$ cat config.mk
export PLATFORM = sky130hd
export DESIGN_NAME = emacir_regs
export DESIGN_NICKNAME = d
export VERILOG_FILES = /design/src/include/emacir_pkg.sv /design/src/verilog/emacir_regs.sv
export SDC_FILE = /design/constraint.sdc
export NUM_CORES = 1
export LEC_CHECK = 0
export BUFFER_PORTS_ARGS = -buffer_cell sky130_fd_sc_hd__buf_4
export CORE_UTILIZATION = 40
export DETAILED_ROUTE_END_ITERATION = 10
export GPL_TIMING_DRIVEN = 0
export PLACE_DENSITY = 0.7
export SLEW_MARGIN = 10
export SYNTH_ARGS = -nofsm -noshare
export SYNTH_HDL_FRONTEND = slang
export SYNTH_SLANG_ARGS = --single-unit
$ cat constraint.sdc
create_clock -name core_clk -period 5.45 [get_ports core_clk]
set_clock_uncertainty 0.15 [all_clocks]
set_input_delay 0.545 -clock core_clk [delete_from_list [all_inputs] [get_ports core_clk]]
set_output_delay 0.545 -clock core_clk [all_outputs]
set_load 0.02 [all_outputs]
$ cat src/include/emacir_pkg.sv
package emacir_pkg;

  // register byte offsets
  localparam logic [7:0] OFS_STATUS   = 8'h00;
  localparam logic [7:0] OFS_MASK     = 8'h04;
  localparam logic [7:0] OFS_ADDR_HI  = 8'h08;
  localparam logic [7:0] OFS_ADDR_LO  = 8'h0C;
  localparam logic [7:0] OFS_WAKE     = 8'h10;
  localparam logic [7:0] OFS_EV_STAT  = 8'h14;
  localparam logic [7:0] OFS_EV_MASK  = 8'h18;

  // interrupt status and mask field positions
  localparam int BIT_TIME_TARGET    = 9;
  localparam int BIT_COUNTER_TX     = 6;
  localparam int BIT_COUNTER_RX     = 5;
  localparam int BIT_COUNTER_SUM    = 4;
  localparam int BIT_WAKE_EVENT     = 3;

  // power wake control and status fields
  localparam int BIT_POWER_DOWN     = 0;
  localparam int BIT_MAGIC_ENABLE   = 1;
  localparam int BIT_REMOTE_ENABLE  = 2;
  localparam int BIT_WOKE_MAGIC     = 5;
  localparam int BIT_WOKE_REMOTE    = 6;

  // address high word fields and address reset values
  localparam int BIT_ADDRESS_VALID  = 31;
  localparam logic [14:0] ADDR_HI_RESVD  = 15'h0010;
  localparam logic [15:0] ADDR_HI_RESET  = 16'hFFFF;
  localparam logic [31:0] ADDR_LO_RESET  = 32'hFFFFFFFF;

  // sticky event bits
  localparam int EV_TIME_HIT        = 0;
  localparam int EV_WAKE_HIT        = 1;
  localparam int EV_ADDR_SYNCED     = 2;
  localparam int EV_WIDTH           = 3;

  // address transfer into the receive side, in core clock cycles
  localparam int SYNC_CYCLES        = 4;

  // station address as seen by filter and pause insertion
  typedef struct packed {
    logic [15:0] upper;
    logic [31:0] lower;
  } emacir_addr_t;

  // wake sources from the frame receiver
  typedef struct packed {
    logic magic_packet;
    logic remote_frame;
  } emacir_wake_t;

endpackage

$ cat src/verilog/emacir_regs.sv
module emacir_regs #(
  parameter int TX_BITS   = 32,
  parameter int RX_BITS   = 32,
  parameter bit ADDR_SYNC = 1'b1
) (
  // clock and reset
  input  wire logic                  core_clk,
  input  wire logic                  sys_rst,
  // apb slave
  input  wire logic                  psel,
  input  wire logic                  penable,
  input  wire logic                  pwrite,
  input  wire logic [7:0]            paddr,
  input  wire logic [31:0]           pwdata,
  input  wire logic [3:0]            pstrb,
  output logic                       pready,
  output logic [31:0]                prdata,
  output logic                       pslverr,
  // timestamp engine
  input  wire logic                  timestamp_enable,
  input  wire logic [63:0]           system_time,
  input  wire logic [63:0]           target_time,
  // management counter interrupt registers
  input  wire logic [TX_BITS-1:0]    counter_tx_interrupt_reg,
  input  wire logic [RX_BITS-1:0]    counter_rx_interrupt_reg,
  // receiver wake sources, one-cycle pulses
  input  wire emacir_pkg::emacir_wake_t wake_seen,
  // configuration
  input  wire logic                  big_endian,
  // address and power-down outputs
  output emacir_pkg::emacir_addr_t   filter_address,
  output emacir_pkg::emacir_addr_t   synced_address,
  output logic                       power_down,
  // interrupt
  output logic                       irq
);

  // register state
  logic                              time_target_flag;
  logic                              time_reached_q;
  logic                              time_target_mask;
  logic                              wake_event_mask;
  logic                              magic_enable;
  logic                              remote_enable;
  logic                              woke_by_magic_packet;
  logic                              woke_by_remote_frame;
  logic [15:0]                       primary_address_upper;
  logic [31:0]                       station_address_primary_low;
  logic [emacir_pkg::EV_WIDTH-1:0]   ev_status;
  logic [emacir_pkg::EV_WIDTH-1:0]   ev_mask;
  logic [2:0]                        sync_cnt;
  logic                              sync_busy;
  emacir_pkg::emacir_addr_t          sync_hold;

  // decoded bus activity and derived combinational signals
  logic                              done;
  logic                              wr_done;
  logic                              rd_done;
  logic                              mapped;
  logic                              time_reached;
  logic                              counter_tx_flag;
  logic                              counter_rx_flag;
  logic                              counter_summary_flag;
  logic                              wake_event_flag;
  logic                              mask_live;
  logic                              magic_hit;
  logic                              remote_hit;
  logic                              sync_trigger;
  logic [15:0]                       next_status;
  logic [15:0]                       next_mask;
  logic [31:0]                       next_addr_hi;
  logic [31:0]                       next_rdata;
  logic [emacir_pkg::EV_WIDTH-1:0]   ev_set;

  // merge a written word into a register under byte strobes
  function automatic logic [31:0] merge(input logic [31:0] old,
                                        input logic [31:0] data,
                                        input logic [3:0]  strb);
    logic [31:0] res;
    res = old;
    for (int i = 0; i < 4; i++)
    begin
      if (strb[i])
      begin
        res[i*8 +: 8] = data[i*8 +: 8];
      end
    end
    return res;
  endfunction

  // true when paddr equals the given offset; callers gate it with wr_done or rd_done
  function automatic logic hit(input logic [7:0] ofs);
    return paddr == ofs;
  endfunction

  // one wait state keeps read data coming from a flop
  always_ff @(posedge core_clk or posedge sys_rst)
  begin
    if (sys_rst)
    begin
      pready <= 1'b0;
    end
    else
    begin
      pready <= psel & penable & ~pready;
    end
  end

  assign done    = psel & penable & pready;
  assign wr_done = done & pwrite;
  assign rd_done = done & ~pwrite;
  assign mapped  = (paddr == emacir_pkg::OFS_STATUS) | (paddr == emacir_pkg::OFS_MASK)
                 | (paddr == emacir_pkg::OFS_ADDR_HI) | (paddr == emacir_pkg::OFS_ADDR_LO)
                 | (paddr == emacir_pkg::OFS_WAKE) | (paddr == emacir_pkg::OFS_EV_STAT)
                 | (paddr == emacir_pkg::OFS_EV_MASK);

  // unmapped offsets answer with an error, writes there are dropped
  assign pslverr = done & ~mapped;

  // level flags derived from the counter and wake state, and the live time mask
  // tx pending OR
  assign counter_tx_flag      = |counter_tx_interrupt_reg;
  assign counter_rx_flag      = |counter_rx_interrupt_reg;
  assign counter_summary_flag = counter_tx_flag | counter_rx_flag;
  assign wake_event_flag      = woke_by_magic_packet | woke_by_remote_frame;
  assign mask_live            = time_target_mask & timestamp_enable;

  assign time_reached = system_time >= target_time;

  always_ff @(posedge core_clk or posedge sys_rst)
  begin
    if (sys_rst)
    begin
      time_reached_q <= 1'b0;
    end
    else
    begin
      time_reached_q <= time_reached;
    end
  end

  // time flag: a new hit in the clearing read cycle wins
  always_ff @(posedge core_clk or posedge sys_rst)
  begin
    if (sys_rst)
    begin
      time_target_flag <= 1'b0;
    end
    else if (time_reached & ~time_reached_q)
    begin
      time_target_flag <= 1'b1;
    end
    else if (rd_done & hit(emacir_pkg::OFS_STATUS))
    begin
      time_target_flag <= 1'b0;
    end
  end

  // wake hits only count while powered down with the source enabled
  // wake in power-down
  assign magic_hit  = wake_seen.magic_packet & power_down & magic_enable;
  assign remote_hit = wake_seen.remote_frame & power_down & remote_enable;

  // power wake control: enables, power-down, read-clear wake reasons
  always_ff @(posedge core_clk or posedge sys_rst)
  begin
    if (sys_rst)
    begin
      power_down           <= 1'b0;
      magic_enable         <= 1'b0;
      remote_enable        <= 1'b0;
      woke_by_magic_packet <= 1'b0;
      woke_by_remote_frame <= 1'b0;
    end
    else
    begin
      if (wr_done & hit(emacir_pkg::OFS_WAKE))
      begin
        magic_enable  <= pwdata[emacir_pkg::BIT_MAGIC_ENABLE];
        remote_enable <= pwdata[emacir_pkg::BIT_REMOTE_ENABLE];
        power_down    <= pwdata[emacir_pkg::BIT_POWER_DOWN];
      end
      // a wake ends power-down on its own
      if (magic_hit | remote_hit)
      begin
        power_down <= 1'b0;
      end
      if (rd_done & hit(emacir_pkg::OFS_WAKE))
      begin
        woke_by_magic_packet <= 1'b0;
        woke_by_remote_frame <= 1'b0;
      end
      if (magic_hit)
      begin
        woke_by_magic_packet <= 1'b1;
      end
      if (remote_hit)
      begin
        woke_by_remote_frame <= 1'b1;
      end
    end
  end

  // interrupt masks; reserved positions never store
  always_ff @(posedge core_clk or posedge sys_rst)
  begin
    if (sys_rst)
    begin
      time_target_mask <= 1'b0;
      wake_event_mask  <= 1'b0;
    end
    else if (wr_done & hit(emacir_pkg::OFS_MASK))
    begin
      if (timestamp_enable)
      begin
        time_target_mask <= pwdata[emacir_pkg::BIT_TIME_TARGET];
      end
      wake_event_mask <= pwdata[emacir_pkg::BIT_WAKE_EVENT];
    end
  end

  // station address registers
  always_ff @(posedge core_clk or posedge sys_rst)
  begin
    if (sys_rst)
    begin
      primary_address_upper       <= emacir_pkg::ADDR_HI_RESET;
      station_address_primary_low <= emacir_pkg::ADDR_LO_RESET;
    end
    else if (wr_done & hit(emacir_pkg::OFS_ADDR_HI))
    begin
      primary_address_upper <= next_addr_hi[15:0];
    end
    else if (wr_done & hit(emacir_pkg::OFS_ADDR_LO))
    begin
      station_address_primary_low <= merge(station_address_primary_low,
                                           pwdata, pstrb);
    end
  end

  assign next_addr_hi = merge({16'h0000, primary_address_upper}, pwdata, pstrb);

  assign filter_address = '{upper: primary_address_upper,
                            lower: station_address_primary_low};

  assign sync_trigger = wr_done & (paddr == emacir_pkg::OFS_ADDR_LO)
                      & (big_endian ? pstrb[0] : pstrb[3]);

  // receive-side copy; the delay models the destination handshake so
  // software sees when a new address is really in use
  always_ff @(posedge core_clk or posedge sys_rst)
  begin
    if (sys_rst)
    begin
      sync_busy      <= 1'b0;
      sync_cnt       <= 3'h0;
      sync_hold      <= '{upper: emacir_pkg::ADDR_HI_RESET,
                          lower: emacir_pkg::ADDR_LO_RESET};
      synced_address <= '{upper: emacir_pkg::ADDR_HI_RESET,
                          lower: emacir_pkg::ADDR_LO_RESET};
    end
    else if (!ADDR_SYNC)
    begin
      synced_address <= filter_address;
    end
    else if (sync_trigger)
    begin
      sync_busy <= 1'b1;
      sync_cnt  <= 3'(emacir_pkg::SYNC_CYCLES - 1);
      sync_hold <= '{upper: primary_address_upper,
                     lower: merge(station_address_primary_low, pwdata, pstrb)};
    end
    else if (sync_busy)
    begin
      if (sync_cnt == 3'h0)
      begin
        sync_busy      <= 1'b0;
        synced_address <= sync_hold;
      end
      else
      begin
        sync_cnt <= sync_cnt - 3'h1;
      end
    end
  end

  // sticky events for the shared interrupt line
  assign ev_set[emacir_pkg::EV_TIME_HIT]    = time_reached & ~time_reached_q;
  assign ev_set[emacir_pkg::EV_WAKE_HIT]    = magic_hit | remote_hit;
  assign ev_set[emacir_pkg::EV_ADDR_SYNCED] = sync_busy & (sync_cnt == 3'h0);

  // write one to clear; a set in the same cycle wins
  always_ff @(posedge core_clk or posedge sys_rst)
  begin
    if (sys_rst)
    begin
      ev_status <= '0;
    end
    else if (wr_done & hit(emacir_pkg::OFS_EV_STAT))
    begin
      ev_status <= (ev_status & ~pwdata[emacir_pkg::EV_WIDTH-1:0]) | ev_set;
    end
    else
    begin
      ev_status <= ev_status | ev_set;
    end
  end

  // event mask, one enables the bit onto the interrupt line
  always_ff @(posedge core_clk or posedge sys_rst)
  begin
    if (sys_rst)
    begin
      ev_mask <= '0;
    end
    else if (wr_done & hit(emacir_pkg::OFS_EV_MASK))
    begin
      ev_mask <= pwdata[emacir_pkg::EV_WIDTH-1:0];
    end
  end

  // status and mask images, reserved bits zero
  always_comb
  begin
    next_status = 16'h0000;
    next_status[emacir_pkg::BIT_TIME_TARGET] = time_target_flag;
    next_status[emacir_pkg::BIT_COUNTER_TX]  = counter_tx_flag;
    next_status[emacir_pkg::BIT_COUNTER_RX]  = counter_rx_flag;
    next_status[emacir_pkg::BIT_COUNTER_SUM] = counter_summary_flag;
    next_status[emacir_pkg::BIT_WAKE_EVENT]  = wake_event_flag;
    next_mask = 16'h0000;
    next_mask[emacir_pkg::BIT_TIME_TARGET]   = mask_live;
    next_mask[emacir_pkg::BIT_WAKE_EVENT]    = wake_event_mask;
  end

  // read data multiplexer
  always_comb
  begin
    next_rdata = 32'h00000000;
    case (paddr)
      emacir_pkg::OFS_STATUS:  next_rdata = {16'h0000, next_status};
      emacir_pkg::OFS_MASK:    next_rdata = {16'h0000, next_mask};
      emacir_pkg::OFS_ADDR_HI: next_rdata = {1'b1, emacir_pkg::ADDR_HI_RESVD,
                                             primary_address_upper};
      emacir_pkg::OFS_ADDR_LO: next_rdata = station_address_primary_low;
      emacir_pkg::OFS_WAKE:
      begin
        next_rdata[emacir_pkg::BIT_POWER_DOWN]    = power_down;
        next_rdata[emacir_pkg::BIT_MAGIC_ENABLE]  = magic_enable;
        next_rdata[emacir_pkg::BIT_REMOTE_ENABLE] = remote_enable;
        next_rdata[emacir_pkg::BIT_WOKE_MAGIC]    = woke_by_magic_packet;
        next_rdata[emacir_pkg::BIT_WOKE_REMOTE]   = woke_by_remote_frame;
      end
      emacir_pkg::OFS_EV_STAT: next_rdata[emacir_pkg::EV_WIDTH-1:0] = ev_status;
      emacir_pkg::OFS_EV_MASK: next_rdata[emacir_pkg::EV_WIDTH-1:0] = ev_mask;
      default:                 next_rdata = 32'h00000000;
    endcase
  end

  // read data captured in the first access cycle
  always_ff @(posedge core_clk or posedge sys_rst)
  begin
    if (sys_rst)
    begin
      prdata <= 32'h00000000;
    end
    else if (psel & penable & ~pready & ~pwrite)
    begin
      prdata <= next_rdata;
    end
  end

  // interrupt line from flops; counter flags have no mask
  always_ff @(posedge core_clk or posedge sys_rst)
  begin
    if (sys_rst)
    begin
      irq <= 1'b0;
    end
    else
    begin
      irq <= (time_target_flag & ~mask_live)
           | (wake_event_flag & ~wake_event_mask)
           | counter_summary_flag
           | (|(ev_status & ev_mask));
    end
  end

endmodule

==> insert_results.sql <==
INSERT INTO impl_metrics (metric_group, metric, value, unit) VALUES
('worst_setup_path', 'timing_worst_setup_path_type', 'in2reg', ''),
('clock_network', 'cts_buffers', '17', ''),
('logic_synthesis', 'synth_seq_area_share', '50.2', '%'),
('floorplanning', 'die-height', '162', 'µm'),
('placement', 'dp_hpwl', '25.4', 'mm'),
('sta', 'report.final.slew_viol_count', '0', ''),
('routing', 'routed_wl', '31.6', 'mm'),
('global_routing', 'initial_antenna_violation_count', '3', ''),
('sta', 'final.hold.worst_slack', '0.108', 'ns'),
('logic_synthesis', 'number_of_flops_mapped_to_enable_cells_by_yosys', '0', ''),
('cells_and_area', 'final_net_count', '1606', ''),
('logic_synthesis', 'synth.lib_cells_used.distinct', '51', ''),
('global_routing', 'grt_start_max_net_pins', '41', ''),
('cells_and_area', 'layout_commonest_cell', 'buf_4', ''),
('power_and_ir_drop', 'power.leakage', '7.03', 'nW'),
('worst_setup_path', 'reg2reg_slack', '3.09', 'ns'),
('worst_setup_path', 'regToRegStartpoint', 'pready$_DFF_PP0_', ''),
('floorplanning', 'floorplan.rows', '58', ''),
('sta', 'finalCriticalPeriod', '2.52', 'ns'),
('routing', 'route.antenna.remaining_nets', '0', ''),
('floorplanning', 'boundaryPins', '377', ''),
('cells_and_area', 'area_growth', '38.6', '%'),
('logic_synthesis', 'ys_seq_elements', '197', ''),
('clock_network', 'clk_transition_reported_paths', '0.08', 'ns'),
('clock_network', 'htree_levels', '4', ''),
('clock_network', 'worstSkewPairLatency', '0.44', 'ns'),
('logic_synthesis', 'syn-num-nets', '1209', ''),
('global_routing', 'grt_pass1_vias', '8409', ''),
('worst_setup_path', 'worstPathMaxFanout', '3', ''),
('cells_and_area', 'post_route_cells_drive_above_1_share', '53.9', '%'),
('global_routing', 'overflow', '0', ''),
('sta', 'timing.final.setup_violations', '0', ''),
('cells_and_area', 'fillerInstances', '2237', ''),
('cells_and_area', 'layout.cells.non_filler', '1641', ''),
('routing', 'avgRoutedWirePerCell', '19.3', 'µm'),
('sta', 'fin_setup_tns', '0', 'ns'),
('floorplanning', 'die_area', '26100', 'µm²'),
('hold_path', 'worst_hold_path_type', 'in2async', ''),
('worst_setup_path', 'biggest_cell_delay_along_the_critical_path', '0.79', 'ns'),
('worst_setup_path', 'setup.worst_path.start_class', 'input pin', ''),
('worst_setup_path', 'timing.reg2reg.worst_path_depth', '7', ''),
('sta', 'fmaxAchievable', '397', 'MHz'),
('routing', 'drc_markers', '0', ''),
('logic_synthesis', 'synth.yosys.warnings', '0', ''),
('global_routing', 'grt_util_all_layers', '24.6', '%'),
('clock_network', 'clock_tree_from_tritoncts', 'built', ''),
('sta', 'worst_slew_margin_rel', '37.7', '%'),
('routing', 'firstDrtPassIters', '5', ''),
('cells_and_area', 'most-common-layout-cells', 'buf_4 (374), dfstp_2 (144), nand2_1 (88), mux2_2 (87), inv_1 (73)', ''),
('sta', 'rsz0062_at_grt', 'no', ''),
('global_routing', 'grt_first_pass_wirelength', '48.3', 'mm'),
('logic_synthesis', 'async_flop_share', '100', '%'),
('sta', 'final.period_utilization', '46.3', '%'),
('power_and_ir_drop', 'cellPowerDensity', '224', 'nW/µm²'),
('status', 'result_of_the_run', 'finished clean', ''),
('worst_setup_path', 'worst_r2r_endpoint', 'synced_address[38]$_DFFE_PP1P_', ''),
('worst_setup_path', 'worst_path_max_delay_cell', 'o41ai_1', ''),
('logic_synthesis', 'average_instance_area_after_synthesis', '11.3', 'µm²'),
('placement', 'placer_congestion', '0.909', ''),
('floorplanning', 'die_width', '162', 'µm'),
('sta', 'finalWorstSetupSlack', '2.93', 'ns'),
('routing', 'first_iter_violations', '489', ''),
('floorplanning', 'design.core.area', '25100', 'µm²'),
('sta', 'worst_pin_slew', '0.928', 'ns'),
('logic_synthesis', 'syn-cell-area', '10200', 'µm²'),
('placement', 'place.detailed.instances', '1606', ''),
('logic_synthesis', 'netlist_instances', '898', ''),
('clock_network', 'clock_sink_count', '197', ''),
('clock_network', 'post_cts_setup_repair_bufs', '0', ''),
('worst_setup_path', 'arrival', '2.67', 'ns'),
('placement', 'io_buffer_count', '373', '');
## cells by family (layout without fill, tap and decap cells)
group                      count (synthesis)  count (layout)  share of synthesized area [%]
muxes                                    157             157                           18.1
AOI/OAI and AO/OA                        133             133                           7.89
adders and majority gates                 66              66                           8.11
buffers and inverters                    107             517                           4.59
xor gates and xnor gates                   1               1                         0.0860
other                                      0               3                              0
DFF                                      197             197                           50.2
and+or+nand+nor                          237             237                           11.0
## how the worst max path moves through the flow
stage | startpoint | to | slack, ns | depth (start not counted)
5_1_grt | system_time[0] | ev_status[0]$_DFF_PP0_ | 2.71 | 9
6_report | system_time[0] | ev_status[0]$_DFF_PP0_ | 2.93 | 9
4_1_cts | system_time[0] | ev_status[0]$_DFF_PP0_ | 2.87 | 9
3_3_place_gp | sys_rst | prdata[8]$_DFFE_PP0P_ | 1.11 | 2
3_5_place_dp | system_time[0] | ev_status[0]$_DFF_PP0_ | 2.42 | 9
2_1_floorplan | sys_rst | ev_mask[0]$_DFFE_PP0P_ | 2.33 | 1
## layer usage
metal	vias to the layer above	global-route usage, %	wire (µm)
met5	-	1.33	0
met4	0	7.93	744
met3	42	6.32	2130
met2	249	38.8	14800
met1	4054	32.9	13900
li1	3979	-	-
## where the power goes
part	switching (mW)	internal, mW	leakage [nW]	total [mW]
Clock	0.622	0.660	0.298	1.28
Sequential	0.00937	1.48	2.18	1.49
Combinational	0.191	0.204	4.56	0.395
Total	0.822	2.35	7.03	3.17
## worst max-delay path: cells and delay by family
family / cells / cell delay (ns)
adders and majority gates: 1 / 0.28
and+or+nand+nor: 2 / 0.29
buffers and inverters: 2 / 0.11
AOI/OAI and AO/OA: 4 / 1.44
## area by class of cell
type	count	area, µm²	area share [%]
flip-flops and latches	197	5110	36.2
repair buffers	378	2910	20.6
inverters	74	282	1.99
clock inverters	15	179	1.27
well taps	330	413	2.92
plain buffers	33	190	1.35
clock buffers	17	425	3.01
diodes	3	7.51	0.0532
multi-input cells	594	4610	32.6
## stage by stage
step	cell area, µm²	total power, mW	utilization (%)
after floorplan	10200	1.68	-
after global placement	13400	1.90	53.4
after detailed placement	13500	1.91	53.8
after CTS	14100	3.20	56.2
after global routing	14100	3.30	56.2
final	14100	3.17	56.2
## cells in the mapped netlist, types with 7 or more instances
cell type | count | share of area, %
ha_1 | 66 | 8.1
mux2i_1 | 37 | 3.6
dfrtp_1 | 53 | 13
nand4_1 | 10 | 0.61
mux2_4 | 27 | 4.0
nor2_1 | 64 | 2.4
nor4_1 | 21 | 1.3
a221oi_1 | 12 | 1.0
nand2_1 | 88 | 3.2
clkbuf_1 | 7 | 0.26
dfstp_2 | 144 | 37
buf_2 | 14 | 0.69
mux2_2 | 87 | 9.6
o21ai_0 | 25 | 1.2
inv_1 | 74 | 2.7
a21oi_1 | 68 | 3.3
nand3_1 | 21 | 1.0
## sequential cells by signal, indices dropped and copies added (netlist names)
name                         count
irq                              1
sync_cnt                         3
magic_enable                     1
prdata                          32
power_down                       1
remote_enable                    1
station_address_primary_low     32
time_reached_q                   1
woke_by_magic_packet             1
sync_hold                       48
ev_status                        3
pready                           1
ev_mask                          3
time_target_mask                 1
synced_address                  48
woke_by_remote_frame             1
primary_address_upper           16
sync_busy                        1
wake_event_mask                  1
time_target_flag                 1
(Power assumes the default switching activity.)
